### src/pds_pkg.sv
// Package: constants, register map and types for the PWM dead-band and steering stage
//
// Notes on behaviour
// - Non-listed three-phase code: lowest set bit wins
// - High-side enable modulates active high output
// - Low-side enable modulates active low output
// - Both enables clear: hold rising-event states
// - Rising event activates, falling event deactivates outputs
// - Two independent 8-bit dead-band counters
// - Rising event delays primary turn-on
// - Falling event delays complementary turn-on
// - New dead times load at period after strobe
// - Dead-band enables act immediately
// - Counters advance every PWM clock edge
// - Asynchronous events may add one clock
// - Falling during rising count: switch, suppress primary
// - Rising during falling count: switch, suppress complementary
// - Same-edge repeat restarts count, freezes outputs
// - Synchronized steering waits for period after strobe
// - Steering only in single, complementary, three-phase
// - Single mode: signal to any pin combination
// - Complementary mode: primary only to A, C, E
// - Complementary mode: complement only to B, D, E; code drives it to B and D only, E always carries the primary
// - Dead band only in complementary and bridge modes
// - Three-phase codes drive one high, one low pair
// - Synchronized steering only while sync bit set
package pds_pkg;

  // ==========================================================
  // Register map (byte addresses, one word each)
  localparam logic [7:0] PDS_ADDR_MAIN_CTRL  = 8'h00;
  localparam logic [7:0] PDS_ADDR_STEER_SEL  = 8'h04;
  localparam logic [7:0] PDS_ADDR_STEER_CTRL = 8'h08;
  localparam logic [7:0] PDS_ADDR_RISE_DT    = 8'h0c;
  localparam logic [7:0] PDS_ADDR_FALL_DT    = 8'h10;
  localparam logic [7:0] PDS_ADDR_LOAD       = 8'h14;
  localparam logic [7:0] PDS_ADDR_STATUS     = 8'h18;

  // ==========================================================
  // Field positions
  localparam int PDS_CTRL_EN_BIT    = 0;
  localparam int PDS_CTRL_DBRE_BIT  = 1;
  localparam int PDS_CTRL_DBFE_BIT  = 2;
  localparam int PDS_CTRL_MODE_LSB  = 4;
  localparam int PDS_SCTL_SYNC_BIT  = 0;
  localparam int PDS_SCTL_HSM_BIT   = 1;
  localparam int PDS_SCTL_LSM_BIT   = 2;
  localparam int PDS_LOAD_BIT       = 0;
  localparam int PDS_STAT_RCNT_BIT  = 8;
  localparam int PDS_STAT_FCNT_BIT  = 9;
  localparam int PDS_STAT_FRZ_BIT   = 10;
  localparam int PDS_STAT_LOAD_BIT  = 11;
  localparam int PDS_STAT_MODE_LSB  = 12;
  localparam int PDS_STAT_STEER_LSB = 16;

  // ==========================================================
  // Widths and reset values
  localparam int          PDS_DT_W          = 8;
  localparam int          PDS_STEER_W       = 6;
  localparam int          PDS_MODE_W        = 3;
  localparam logic [31:0] PDS_CTRL_RESET    = 32'h0000_0000;
  localparam logic [5:0]  PDS_STEER_RESET   = 6'h00;
  localparam logic [7:0]  PDS_DT_RESET      = 8'h00;
  localparam logic [31:0] PDS_RDATA_UNMAP   = 32'h0000_0000;

  // ==========================================================
  // Modes, index of pin in steering vector: A=0 .. F=5
  typedef enum logic [2:0] {
    PDS_MODE_SINGLE = 3'h0,
    PDS_MODE_COMP   = 3'h1,
    PDS_MODE_3PH    = 3'h2,
    PDS_MODE_FBRIDGE = 3'h3,
    PDS_MODE_OTHER  = 3'h4
  } pds_mode_e;

  localparam logic [5:0] PDS_PRI_PINS  = 6'h15;  // A, C, E
  localparam logic [5:0] PDS_COMP_PINS = 6'h1a;  // B, D, E

  // Three-phase pin pairs per one-hot code, bit order F..A
  localparam logic [5:0] PDS_3PH_S1 = 6'h09;  // A, D
  localparam logic [5:0] PDS_3PH_S2 = 6'h21;  // A, F
  localparam logic [5:0] PDS_3PH_S3 = 6'h24;  // C, F
  localparam logic [5:0] PDS_3PH_S4 = 6'h06;  // C, B
  localparam logic [5:0] PDS_3PH_S5 = 6'h12;  // E, B
  localparam logic [5:0] PDS_3PH_S6 = 6'h18;  // E, D
  localparam logic [5:0] PDS_HIGH_PINS = 6'h15;  // A, C, E
  localparam logic [5:0] PDS_LOW_PINS  = 6'h2a;  // B, D, F

endpackage

### src/pds_db_if.sv
// Interface: event and timing link between the steering stage and one dead-band counter
`timescale 1ns/1ps
`default_nettype none
interface pds_db_if;
  logic       start;
  logic       stop;
  logic [7:0] limit;
  logic       busy;
  logic       done;
  modport ctrl (output start, output stop, output limit, input busy, input done);
  modport cnt  (input start, input stop, input limit, output busy, output done);
endinterface
`default_nettype wire

### src/pds_deadband_counter.sv
// Module: one 8-bit dead-band interval counter
`timescale 1ns/1ps
`default_nettype none
module pds_deadband_counter
  import pds_pkg::*;
(
  // Clock, reset, enable
  input  wire logic pclk,
  input  wire logic presetn,
  input  wire logic ce,
  // Control link
  pds_db_if.cnt     db
);
  logic [PDS_DT_W-1:0] count;
  logic                done_q;

  assign db.done = done_q;

  // Start restarts from zero even when already running
  always_ff @(posedge pclk or negedge presetn) begin
    if (!presetn) begin
      count   <= '0;
      db.busy <= 1'b0;
      done_q  <= 1'b0;
    end else if (ce) begin
      done_q <= 1'b0;
      if (db.start) begin
        count   <= '0;
        db.busy <= 1'b1;
      end else if (db.stop) begin
        db.busy <= 1'b0;
      end else if (db.busy) begin
        if (count >= db.limit) begin
          db.busy <= 1'b0;
          done_q  <= 1'b1;
        end else begin
          count <= count + 8'h01;
        end
      end
    end
  end
endmodule
`default_nettype wire

### src/pds_top.sv
// Module: dead-band generation and output steering stage with APB registers
//
// The APB slave port and the placing of the registers were left to the implementer.
`timescale 1ns/1ps
`default_nettype none
module pds_top
  import pds_pkg::*;
(
  // Clock, reset, enable
  input  wire logic        pclk,
  input  wire logic        presetn,
  input  wire logic        ce,
  // APB slave
  input  wire logic        psel,
  input  wire logic        penable,
  input  wire logic        pwrite,
  input  wire logic [7:0]  paddr,
  input  wire logic [31:0] pwdata,
  output logic      [31:0] prdata,
  output logic             pready,
  output logic             pslverr,
  // PWM events
  input  wire logic        rise_event,
  input  wire logic        fall_event,
  input  wire logic        period_event,
  // Output pins
  output logic             out_a,
  output logic             out_b,
  output logic             out_c,
  output logic             out_d,
  output logic             out_e,
  output logic             out_f
);
  import pds_pkg::*;

  // ==========================================================
  // Registers
  logic [31:0]            main_ctrl_reg;
  logic [PDS_STEER_W-1:0] steer_select_reg;
  logic [2:0]             steer_ctrl_reg;
  logic [PDS_DT_W-1:0]    rise_deadtime_reg;
  logic [PDS_DT_W-1:0]    fall_deadtime_reg;
  logic                   load_strobe;
  logic [PDS_DT_W-1:0]    rise_dt_act;
  logic [PDS_DT_W-1:0]    fall_dt_act;
  logic [PDS_STEER_W-1:0] steer_buf;

  logic      module_en;
  logic      rise_deadband_en;
  logic      fall_deadband_en;
  logic      steer_sync_en;
  logic      high_side_mod_en;
  logic      low_side_mod_en;
  pds_mode_e mode;

  assign module_en        = main_ctrl_reg[PDS_CTRL_EN_BIT];
  assign rise_deadband_en = main_ctrl_reg[PDS_CTRL_DBRE_BIT];
  assign fall_deadband_en = main_ctrl_reg[PDS_CTRL_DBFE_BIT];
  assign mode             = pds_mode_e'(main_ctrl_reg[PDS_CTRL_MODE_LSB +: PDS_MODE_W]);
  assign steer_sync_en    = steer_ctrl_reg[PDS_SCTL_SYNC_BIT];
  assign high_side_mod_en = steer_ctrl_reg[PDS_SCTL_HSM_BIT];
  assign low_side_mod_en  = steer_ctrl_reg[PDS_SCTL_LSM_BIT];

  // ==========================================================
  // APB access, zero wait states
  logic wr_acc;
  logic rd_acc;
  logic addr_ok;
  logic en_rise;

  assign wr_acc = psel && penable && pwrite;
  assign rd_acc = psel && !penable && !pwrite;
  assign addr_ok = (paddr == PDS_ADDR_MAIN_CTRL) || (paddr == PDS_ADDR_STEER_SEL)
                || (paddr == PDS_ADDR_STEER_CTRL) || (paddr == PDS_ADDR_RISE_DT)
                || (paddr == PDS_ADDR_FALL_DT) || (paddr == PDS_ADDR_LOAD)
                || (paddr == PDS_ADDR_STATUS);
  assign en_rise = wr_acc && (paddr == PDS_ADDR_MAIN_CTRL)
                && pwdata[PDS_CTRL_EN_BIT] && !module_en;

  always_ff @(posedge pclk or negedge presetn) begin
    if (!presetn) begin
      main_ctrl_reg     <= PDS_CTRL_RESET;
      steer_select_reg  <= PDS_STEER_RESET;
      steer_ctrl_reg    <= '0;
      rise_deadtime_reg <= PDS_DT_RESET;
      fall_deadtime_reg <= PDS_DT_RESET;
    end else if (ce && wr_acc) begin
      case (paddr)
        PDS_ADDR_MAIN_CTRL:  main_ctrl_reg     <= pwdata;
        PDS_ADDR_STEER_SEL:  steer_select_reg  <= pwdata[PDS_STEER_W-1:0];
        PDS_ADDR_STEER_CTRL: steer_ctrl_reg    <= pwdata[2:0];
        PDS_ADDR_RISE_DT:    rise_deadtime_reg <= pwdata[PDS_DT_W-1:0];
        PDS_ADDR_FALL_DT:    fall_deadtime_reg <= pwdata[PDS_DT_W-1:0];
        default: ;
      endcase
    end
  end

  // Pending load: period event clears it, but a fresh strobe wins
  always_ff @(posedge pclk or negedge presetn) begin
    if (!presetn) begin
      load_strobe <= 1'b0;
    end else if (ce) begin
      if (wr_acc && (paddr == PDS_ADDR_LOAD) && pwdata[PDS_LOAD_BIT]) begin
        load_strobe <= 1'b1;
      end else if (period_event) begin
        load_strobe <= 1'b0;
      end
    end
  end

  // Active dead times and steering buffer
  always_ff @(posedge pclk or negedge presetn) begin
    if (!presetn) begin
      rise_dt_act <= PDS_DT_RESET;
      fall_dt_act <= PDS_DT_RESET;
      steer_buf   <= PDS_STEER_RESET;
    end else if (ce) begin
      if (!module_en) begin
        // Idle module tracks writes directly
        rise_dt_act <= rise_deadtime_reg;
        fall_dt_act <= fall_deadtime_reg;
      end else if (load_strobe && period_event) begin
        rise_dt_act <= rise_deadtime_reg;
        fall_dt_act <= fall_deadtime_reg;
      end
      // Buffer preloads on enable or strobe, even without sync
      // Strobe preload while synced would bypass the period wait
      if (en_rise || (wr_acc && (paddr == PDS_ADDR_LOAD) && pwdata[PDS_LOAD_BIT]
                      && !(steer_sync_en && module_en))) begin
        steer_buf <= steer_select_reg;
      end else if (load_strobe && period_event) begin
        steer_buf <= steer_select_reg;
      end
    end
  end

  // Sync only applies with sync bit set and module running
  logic [PDS_STEER_W-1:0] steer_eff;
  assign steer_eff = (steer_sync_en && module_en) ? steer_buf : steer_select_reg;

  // ==========================================================
  // Base PWM level from events
  logic base_pwm;
  always_ff @(posedge pclk or negedge presetn) begin
    if (!presetn) begin
      base_pwm <= 1'b0;
    end else if (ce) begin
      if (!module_en) begin
        base_pwm <= 1'b0;
      end else if (rise_event) begin
        base_pwm <= 1'b1;
      end else if (fall_event) begin
        base_pwm <= 1'b0;
      end
    end
  end

  // ==========================================================
  // Dead-band sequencing
  pds_db_if rise_db ();
  pds_db_if fall_db ();

  pds_deadband_counter u_rise_cnt (
    .pclk    (pclk),
    .presetn (presetn),
    .ce      (ce),
    .db      (rise_db.cnt)
  );

  pds_deadband_counter u_fall_cnt (
    .pclk    (pclk),
    .presetn (presetn),
    .ce      (ce),
    .db      (fall_db.cnt)
  );

  logic db_mode;
  logic rise_go;
  logic fall_go;
  logic frozen;
  logic pri_q;
  logic comp_q;

  // Event inputs are sampled synchronously; async sources add up to one clock
  assign db_mode = module_en && ((mode == PDS_MODE_COMP) || (mode == PDS_MODE_FBRIDGE));
  assign rise_go = db_mode && rise_deadband_en && rise_event;
  assign fall_go = db_mode && fall_deadband_en && fall_event && !rise_event;

  assign rise_db.start = rise_go;
  assign fall_db.start = fall_go;
  assign rise_db.stop  = fall_event || !rise_deadband_en;
  assign fall_db.stop  = rise_event || !fall_deadband_en;
  assign rise_db.limit = rise_dt_act;
  assign fall_db.limit = fall_dt_act;

  always_ff @(posedge pclk or negedge presetn) begin
    if (!presetn) begin
      frozen <= 1'b0;
      pri_q  <= 1'b0;
      comp_q <= 1'b0;
    end else if (ce) begin
      if (!db_mode) begin
        frozen <= 1'b0;
        pri_q  <= base_pwm;
        comp_q <= !base_pwm;
      end else begin
        if ((rise_go && rise_db.busy) || (fall_go && fall_db.busy)) begin
          frozen <= 1'b1;
        end else if (rise_db.done || fall_db.done || rise_event || fall_event) begin
          frozen <= 1'b0;
        end
        if (rise_event) begin
          comp_q <= 1'b0;
          pri_q  <= !rise_deadband_en;
        end else if (fall_event) begin
          pri_q  <= 1'b0;
          comp_q <= !fall_deadband_en;
        end else if (frozen && (rise_db.busy || fall_db.busy)) begin
          pri_q  <= pri_q;
          comp_q <= comp_q;
        end else if (rise_db.done) begin
          pri_q <= base_pwm;
        end else if (fall_db.done) begin
          comp_q <= !base_pwm;
        end else if (!rise_db.busy && !fall_db.busy) begin
          pri_q  <= base_pwm;
          comp_q <= !base_pwm;
        end
      end
    end
  end

  // ==========================================================
  // Three-phase pair selection, lowest set bit wins
  logic [5:0] ph_pins;
  always_comb begin
    ph_pins = '0;
    if (steer_eff[0]) begin
      ph_pins = PDS_3PH_S1;
    end else if (steer_eff[1]) begin
      ph_pins = PDS_3PH_S2;
    end else if (steer_eff[2]) begin
      ph_pins = PDS_3PH_S3;
    end else if (steer_eff[3]) begin
      ph_pins = PDS_3PH_S4;
    end else if (steer_eff[4]) begin
      ph_pins = PDS_3PH_S5;
    end else if (steer_eff[5]) begin
      ph_pins = PDS_3PH_S6;
    end
  end

  // ==========================================================
  // Output steering
  logic [5:0] next_pins;
  logic       hi_lvl;
  logic       lo_lvl;
  always_comb begin
    next_pins = '0;
    // Unmodulated side sits at its rising-event (active) state
    hi_lvl = high_side_mod_en ? base_pwm : !low_side_mod_en || 1'b1;
    lo_lvl = low_side_mod_en  ? base_pwm : 1'b1;
    if (!high_side_mod_en && !low_side_mod_en) begin
      hi_lvl = 1'b1;
      lo_lvl = 1'b1;
    end
    case (mode)
      PDS_MODE_SINGLE: begin
        next_pins = steer_eff & {6{base_pwm}};
      end
      PDS_MODE_COMP: begin
        // Shared pin E carries the primary when both are steered there
        next_pins = (steer_eff & PDS_PRI_PINS & {6{pri_q}})
                  | (steer_eff & PDS_COMP_PINS & ~PDS_PRI_PINS & {6{comp_q}});
      end
      PDS_MODE_3PH: begin
        next_pins = (ph_pins & PDS_HIGH_PINS & {6{hi_lvl}})
                  | (ph_pins & PDS_LOW_PINS & {6{lo_lvl}});
      end
      PDS_MODE_FBRIDGE: begin
        // No steering here: fixed primary/complementary pair
        next_pins = {4'h0, comp_q, pri_q};
      end
      default: next_pins = '0;
    endcase
    if (!module_en) begin
      next_pins = '0;
    end
  end

  always_ff @(posedge pclk or negedge presetn) begin
    if (!presetn) begin
      {out_f, out_e, out_d, out_c, out_b, out_a} <= 6'h00;
    end else if (ce) begin
      {out_f, out_e, out_d, out_c, out_b, out_a} <= next_pins;
    end
  end

  // ==========================================================
  // Read data registered in setup phase
  logic [31:0] next_rdata;
  always_comb begin
    next_rdata = PDS_RDATA_UNMAP;
    case (paddr)
      PDS_ADDR_MAIN_CTRL:  next_rdata = main_ctrl_reg;
      PDS_ADDR_STEER_SEL:  next_rdata = {26'h0, steer_select_reg};
      PDS_ADDR_STEER_CTRL: next_rdata = {29'h0, steer_ctrl_reg};
      PDS_ADDR_RISE_DT:    next_rdata = {24'h0, rise_deadtime_reg};
      PDS_ADDR_FALL_DT:    next_rdata = {24'h0, fall_deadtime_reg};
      PDS_ADDR_LOAD:       next_rdata = {31'h0, load_strobe};
      PDS_ADDR_STATUS: begin
        next_rdata = PDS_RDATA_UNMAP;
        next_rdata[5:0] = {out_f, out_e, out_d, out_c, out_b, out_a};
        next_rdata[PDS_STAT_RCNT_BIT] = rise_db.busy;
        next_rdata[PDS_STAT_FCNT_BIT] = fall_db.busy;
        next_rdata[PDS_STAT_FRZ_BIT]  = frozen;
        next_rdata[PDS_STAT_LOAD_BIT] = load_strobe;
        next_rdata[PDS_STAT_MODE_LSB +: PDS_MODE_W] = mode;
        next_rdata[PDS_STAT_STEER_LSB +: PDS_STEER_W] = steer_eff;
      end
      default: next_rdata = PDS_RDATA_UNMAP;
    endcase
  end

  always_ff @(posedge pclk or negedge presetn) begin
    if (!presetn) begin
      prdata  <= '0;
      pready  <= 1'b0;
      pslverr <= 1'b0;
    end else if (ce) begin
      pready  <= psel && !penable;
      pslverr <= psel && !penable && !addr_ok;
      if (rd_acc) begin
        prdata <= next_rdata;
      end
    end
  end
endmodule
`default_nettype wire

### config.mk
export PLATFORM = sky130hd
export DESIGN_NAME = pds_top
export DESIGN_NICKNAME = d
export VERILOG_FILES = /design/src/pds_pkg.sv /design/src/pds_db_if.sv /design/src/pds_deadband_counter.sv /design/src/pds_top.sv
export SDC_FILE = /design/constraint.sdc
export NUM_CORES = 1
export LEC_CHECK = 0
export BUFFER_PORTS_ARGS = -buffer_cell sky130_fd_sc_hd__buf_2
export CAP_MARGIN = 5
export CORE_ASPECT_RATIO = 0.8
export CORE_MARGIN = 2
export CORE_UTILIZATION = 58
export CTS_CLUSTER_SIZE = 14
export DETAILED_ROUTE_END_ITERATION = 16
export PLACE_DENSITY_LB_ADDON = 0.08
export SYNTH_ARGS = -nofsm -noshare
export SYNTH_HDL_FRONTEND = slang
export SYNTH_SLANG_ARGS = --single-unit
### constraint.sdc
create_clock -name pclk -period 2.6 [get_ports pclk]
set_input_delay 0.26 -clock pclk [delete_from_list [all_inputs] [get_ports pclk]]
set_output_delay 0.26 -clock pclk [all_outputs]
set_load 0.03 [all_outputs]
==> flow_results.org <==
** Power
- Dividing total power by cell area gives a power density of 615.0 nW/um^2.
- In this run, the clock network consumes 49.4% of the power.
- Net switching component of the power :: 1196 uW
- The analysis attributes to cell leakage a power of 0.004140 uW.
- Max VDD drop :: 0.0004876 V
- Pint :: 3990 uW
- Registers are responsible for 44.4% of the overall power.
- Switching share of power :: 23.06%
- Part of the total power dissipated in combinational logic :: 6.2%

** Clock network
- Number of H-tree levels :: 4
- Clock-pin slew was measured on the worst setup and hold paths at 0.06 ns.
- Post CTS Setup Buffer Count :: 0
- Buffers from clock root to sink, at most :: 2
- The tree is rooted in a sky130_fd_sc_hd__clkbuf_16.
- CTS saw 144 sinks.
- Buffers inserted during clock tree synthesis total 17.
- Clock tree from TritonCTS :: yes
- Post-cts repair resize count :: 0
- For the worst-skew pair, the clock arrives at the later sink with an insertion delay of 0.42 ns.

** Logic synthesis
- Yosys warnings :: 0
- Most frequently used flop master after synthesis :: sky130_fd_sc_hd__dfrtp_1
- Post-synthesis sequential element count :: 144
- Of the post-synthesis cell area, the dominant cell type holds 50.19%.
- sky130_fd_sc_hd__dfrtp_1 takes more of the synthesized area than any other cell.
- The netlist uses 67 different library cells.
- The cell count after synthesis came out at 663.
- Area contributors post-synth :: sky130_fd_sc_hd__dfrtp_1, sky130_fd_sc_hd__mux2_2, sky130_fd_sc_hd__nand2_1
- Cell area after synthesis :: 7179 sq um
- Counting flops with a built-in enable in the synthesized netlist gives 0.
- A synthesized cell averages 10.83 sq um.
- For this run, the register share of the synthesized area comes to 50.19%.
- Async set-or-reset flop fraction in the synthesized netlist :: 100.0%
- Syn nets :: 730

** Global route
- Number of antenna violations at the first check in global routing :: 0
- Wire length of the first global-routing pass :: 29460 um
- The via count of the first global-routing pass is 5688.
- In the global route stage, overall resource usage came out at 28.59%.
- Entering global routing, the biggest net connects 83 pins.
- Sum of overflow across all layers after global routing :: 0

** Die
- Core Box Area :: 12120 sq um
- Area of the die :: 13290 sq um
- The die is 128.4 um wide.
- In this run the count of I/O pins placed on the die edge is 89.
- Number of cell rows :: 36
- The floorplan step set the die height to 103.5 um.
- For this configuration, the core starts out at a cell density of 59.25%.

** Timing
- At the pin with the least slew margin, the transition time is 0.7569 ns.
- Setup repair after global routing missed its margin :: no
- Adding up every negative setup slack in the final design gives 0 ns.
- The worst path needs 2.290 ns of the cycle, external delays included.
- Setup violations remaining at the end of the flow were counted as 0.
- Number of pins exceeding their max-slew limit in the final report :: 0
- Worst rel slew slack :: 49.54%
- Static timing analysis puts the maximum clock frequency at 436.7 MHz.
- Final number of hold-violating endpoints :: 0
- The tightest hold path in the finished design has a slack of 0.07448 ns.
- Period utilization :: 88.07%
- Clock skew on the completed layout was measured at 0.01065 ns.

** Final layout
- Share of the core filled with cells in the final layout :: 69.59%
- In the final layout, the share of cells above drive strength 1 is 29.52%.
- After filler insertion, the fill cell instance count of the layout stands at 907.
- Ant diodes :: 0
- Most common cell after layout, fill and taps aside :: sky130_fd_sc_hd__dfrtp_1
- The area growth from synthesis to layout is 17.45%.
- # nets final :: 824
- Highest-count cells in the layout ignoring fill and taps :: sky130_fd_sc_hd__dfrtp_1, sky130_fd_sc_hd__buf_2, sky130_fd_sc_hd__mux2_2, sky130_fd_sc_hd__nand2_1, sky130_fd_sc_hd__nor2_1

** Worst setup path
- The slowest stage of the critical path is the sky130_fd_sc_hd__nor4_1 cell.
- For flop-to-flop paths, the worst setup slack is 0.31 ns.
- The worst register-to-register path has a depth of 7.
- Data on the critical path arrives at its endpoint at 2.61 ns.
- Category of the worst setup path launch point :: flip-flop
- Required time worst endpoint :: 2.92 ns
- Worst reg2reg path endpoint :: u_fall_cnt.count[0]$_DFFE_PN0P_
- The most critical setup path has its startpoint at u_fall_cnt.count[2]$_DFFE_PN0P_.
- Of all nets on the critical path, the largest fanout is 13.
- Broken down by cell family, the worst path's largest delay share belongs to simple AND/OR/NAND/NOR gates.
- The critical path is of the flip-flop to flip-flop type.
- Counting both buffers and inverters, the worst setup path holds a total of 1.
- In this run the critical register-to-register path is launched from u_fall_cnt.count[2]$_DFFE_PN0P_.
- The largest single stage delay on the critical path is 0.55 ns.
- Following the worst setup path forward leads to its endpoint at u_fall_cnt.count[0]$_DFFE_PN0P_.
- STA classifies the critical path endpoint as a flip-flop.
- Counting buffers and inverters, the worst setup path is 7 cells deep.
- Cell-by-cell trace of the critical path :: ha_1 > o21a_1 > o21ai_0 > a221oi_1 > buf_4 > nor4_1 > mux2i_1

** Place
- During placement, the flow inserted port buffers numbering 88.
- The wire-length estimate of the detail-placed layout is 12970 um.
- Weighted congestion reported at the end of routability-driven placement :: 0.8992

** Routing
- The first detailed-routing pass took 5 iterations.
- DRT iter0 DRCs :: 484
- The detail route stage leaves a number of antenna-violating nets equal to 0.
- After detailed routing, the number of remaining DRC violations is 0.
- In the final routed layout, each cell accounts on average for 19.48 um.
- DR vias :: 5665
- Dividing the detail-routed via count by the number of cells gives 6.151.
- Final WL :: 17940 um

** Flow run
- Number of max-cap violations :: 0

** Min path
- The path class of the tightest hold or removal check is primary input to flip-flop.
- Startpoint of the most critical hold path :: pwdata[16]

** Outcome
- The run finished with clean final reports.
stage by stage:
step | cell area [sq um] | total power, uW | worst slack [ns] | instances
floorplan | 7179 | 2503 | 0.5585 | 663
global route | 8432 | 5334 | 0.1722 | 921
global placement | 7805 | 2656 | 0.4883 | 889
finish | 8432 | 5186 | 0.3101 | 921
detailed placement | 7805 | 2665 | 0.3535 | 889
CTS | 8432 | 5207 | 0.3452 | 921
routing by layer:
metal  wire, um  track usage [%]  share of wire (%)
met1       8030            40.42                 45
met2       8691            45.59                 48
met3       1081            6.043                6.0
met4        140            6.829               0.78
met5          0                0                  0
kinds of logic after synthesis:
logic type	count (synthesis)	synth area share (%)
buf+inv	58	3.451
fa+ha+maj	18	3.137
compound gates	123	12.06
mux	100	15.41
flops	144	50.19
xor+xnor	1	0.1220
simple gates	219	15.63
Yosys cell counts, types with 10 or more instances:
cell	instances
sky130_fd_sc_hd__o21ai_0	29
sky130_fd_sc_hd__a21oi_1	24
sky130_fd_sc_hd__nor3_1	11
sky130_fd_sc_hd__mux2_2	84
sky130_fd_sc_hd__ha_1	18
sky130_fd_sc_hd__inv_1	29
sky130_fd_sc_hd__mux2i_1	16
sky130_fd_sc_hd__nand2_1	77
sky130_fd_sc_hd__a221oi_1	10
sky130_fd_sc_hd__nand3_1	26
sky130_fd_sc_hd__clkbuf_1	15
sky130_fd_sc_hd__dfrtp_1	144
sky130_fd_sc_hd__nor2_1	39
how the worst min path moves through the flow:
stage	end	slack, ns	cells after the start
6_report	main_ctrl_reg[16]$_DFFE_PN0P_	0.07	2
5_1_grt	main_ctrl_reg[25]$_DFFE_PN0P_	0.07	2
4_1_cts	main_ctrl_reg[8]$_DFFE_PN0P_	0.07	2
3_5_place_dp	u_fall_cnt.count[4]$_DFFE_PN0P_	0.36	1
3_3_place_gp	u_fall_cnt.count[4]$_DFFE_PN0P_	0.36	1
2_1_floorplan	base_pwm$_DFFE_PN0P_	-0.04	0
power by group through the flow:
stage               logic [uW]  clock network (uW)  registers, uW
detailed placement         321                   0           2340
CTS                        323                2580           2300
floorplan                  110                   0           2390
global route               352                2680           2310
global placement           315                   0           2340
finish                     322                2560           2300
repair_timing:
item                                    in CTS  in global routing
endpoints found under the setup margin       0                  0
endpoints found under the hold margin       78                  0
hold buffers                                 1                  0
area by class of cell:
type                       count  area, sq um  area share, %
clock buffer                  19        432.9          5.134
clock inverter                12        183.9          2.181
inverter                      29        108.9          1.291
multi-input combinational    461         3343          39.65
sequential                   144         3603          42.74
tap                          152        190.2          2.256
timing repair buffer         104        569.3          6.752
Power figures use the tool's default switching activity.
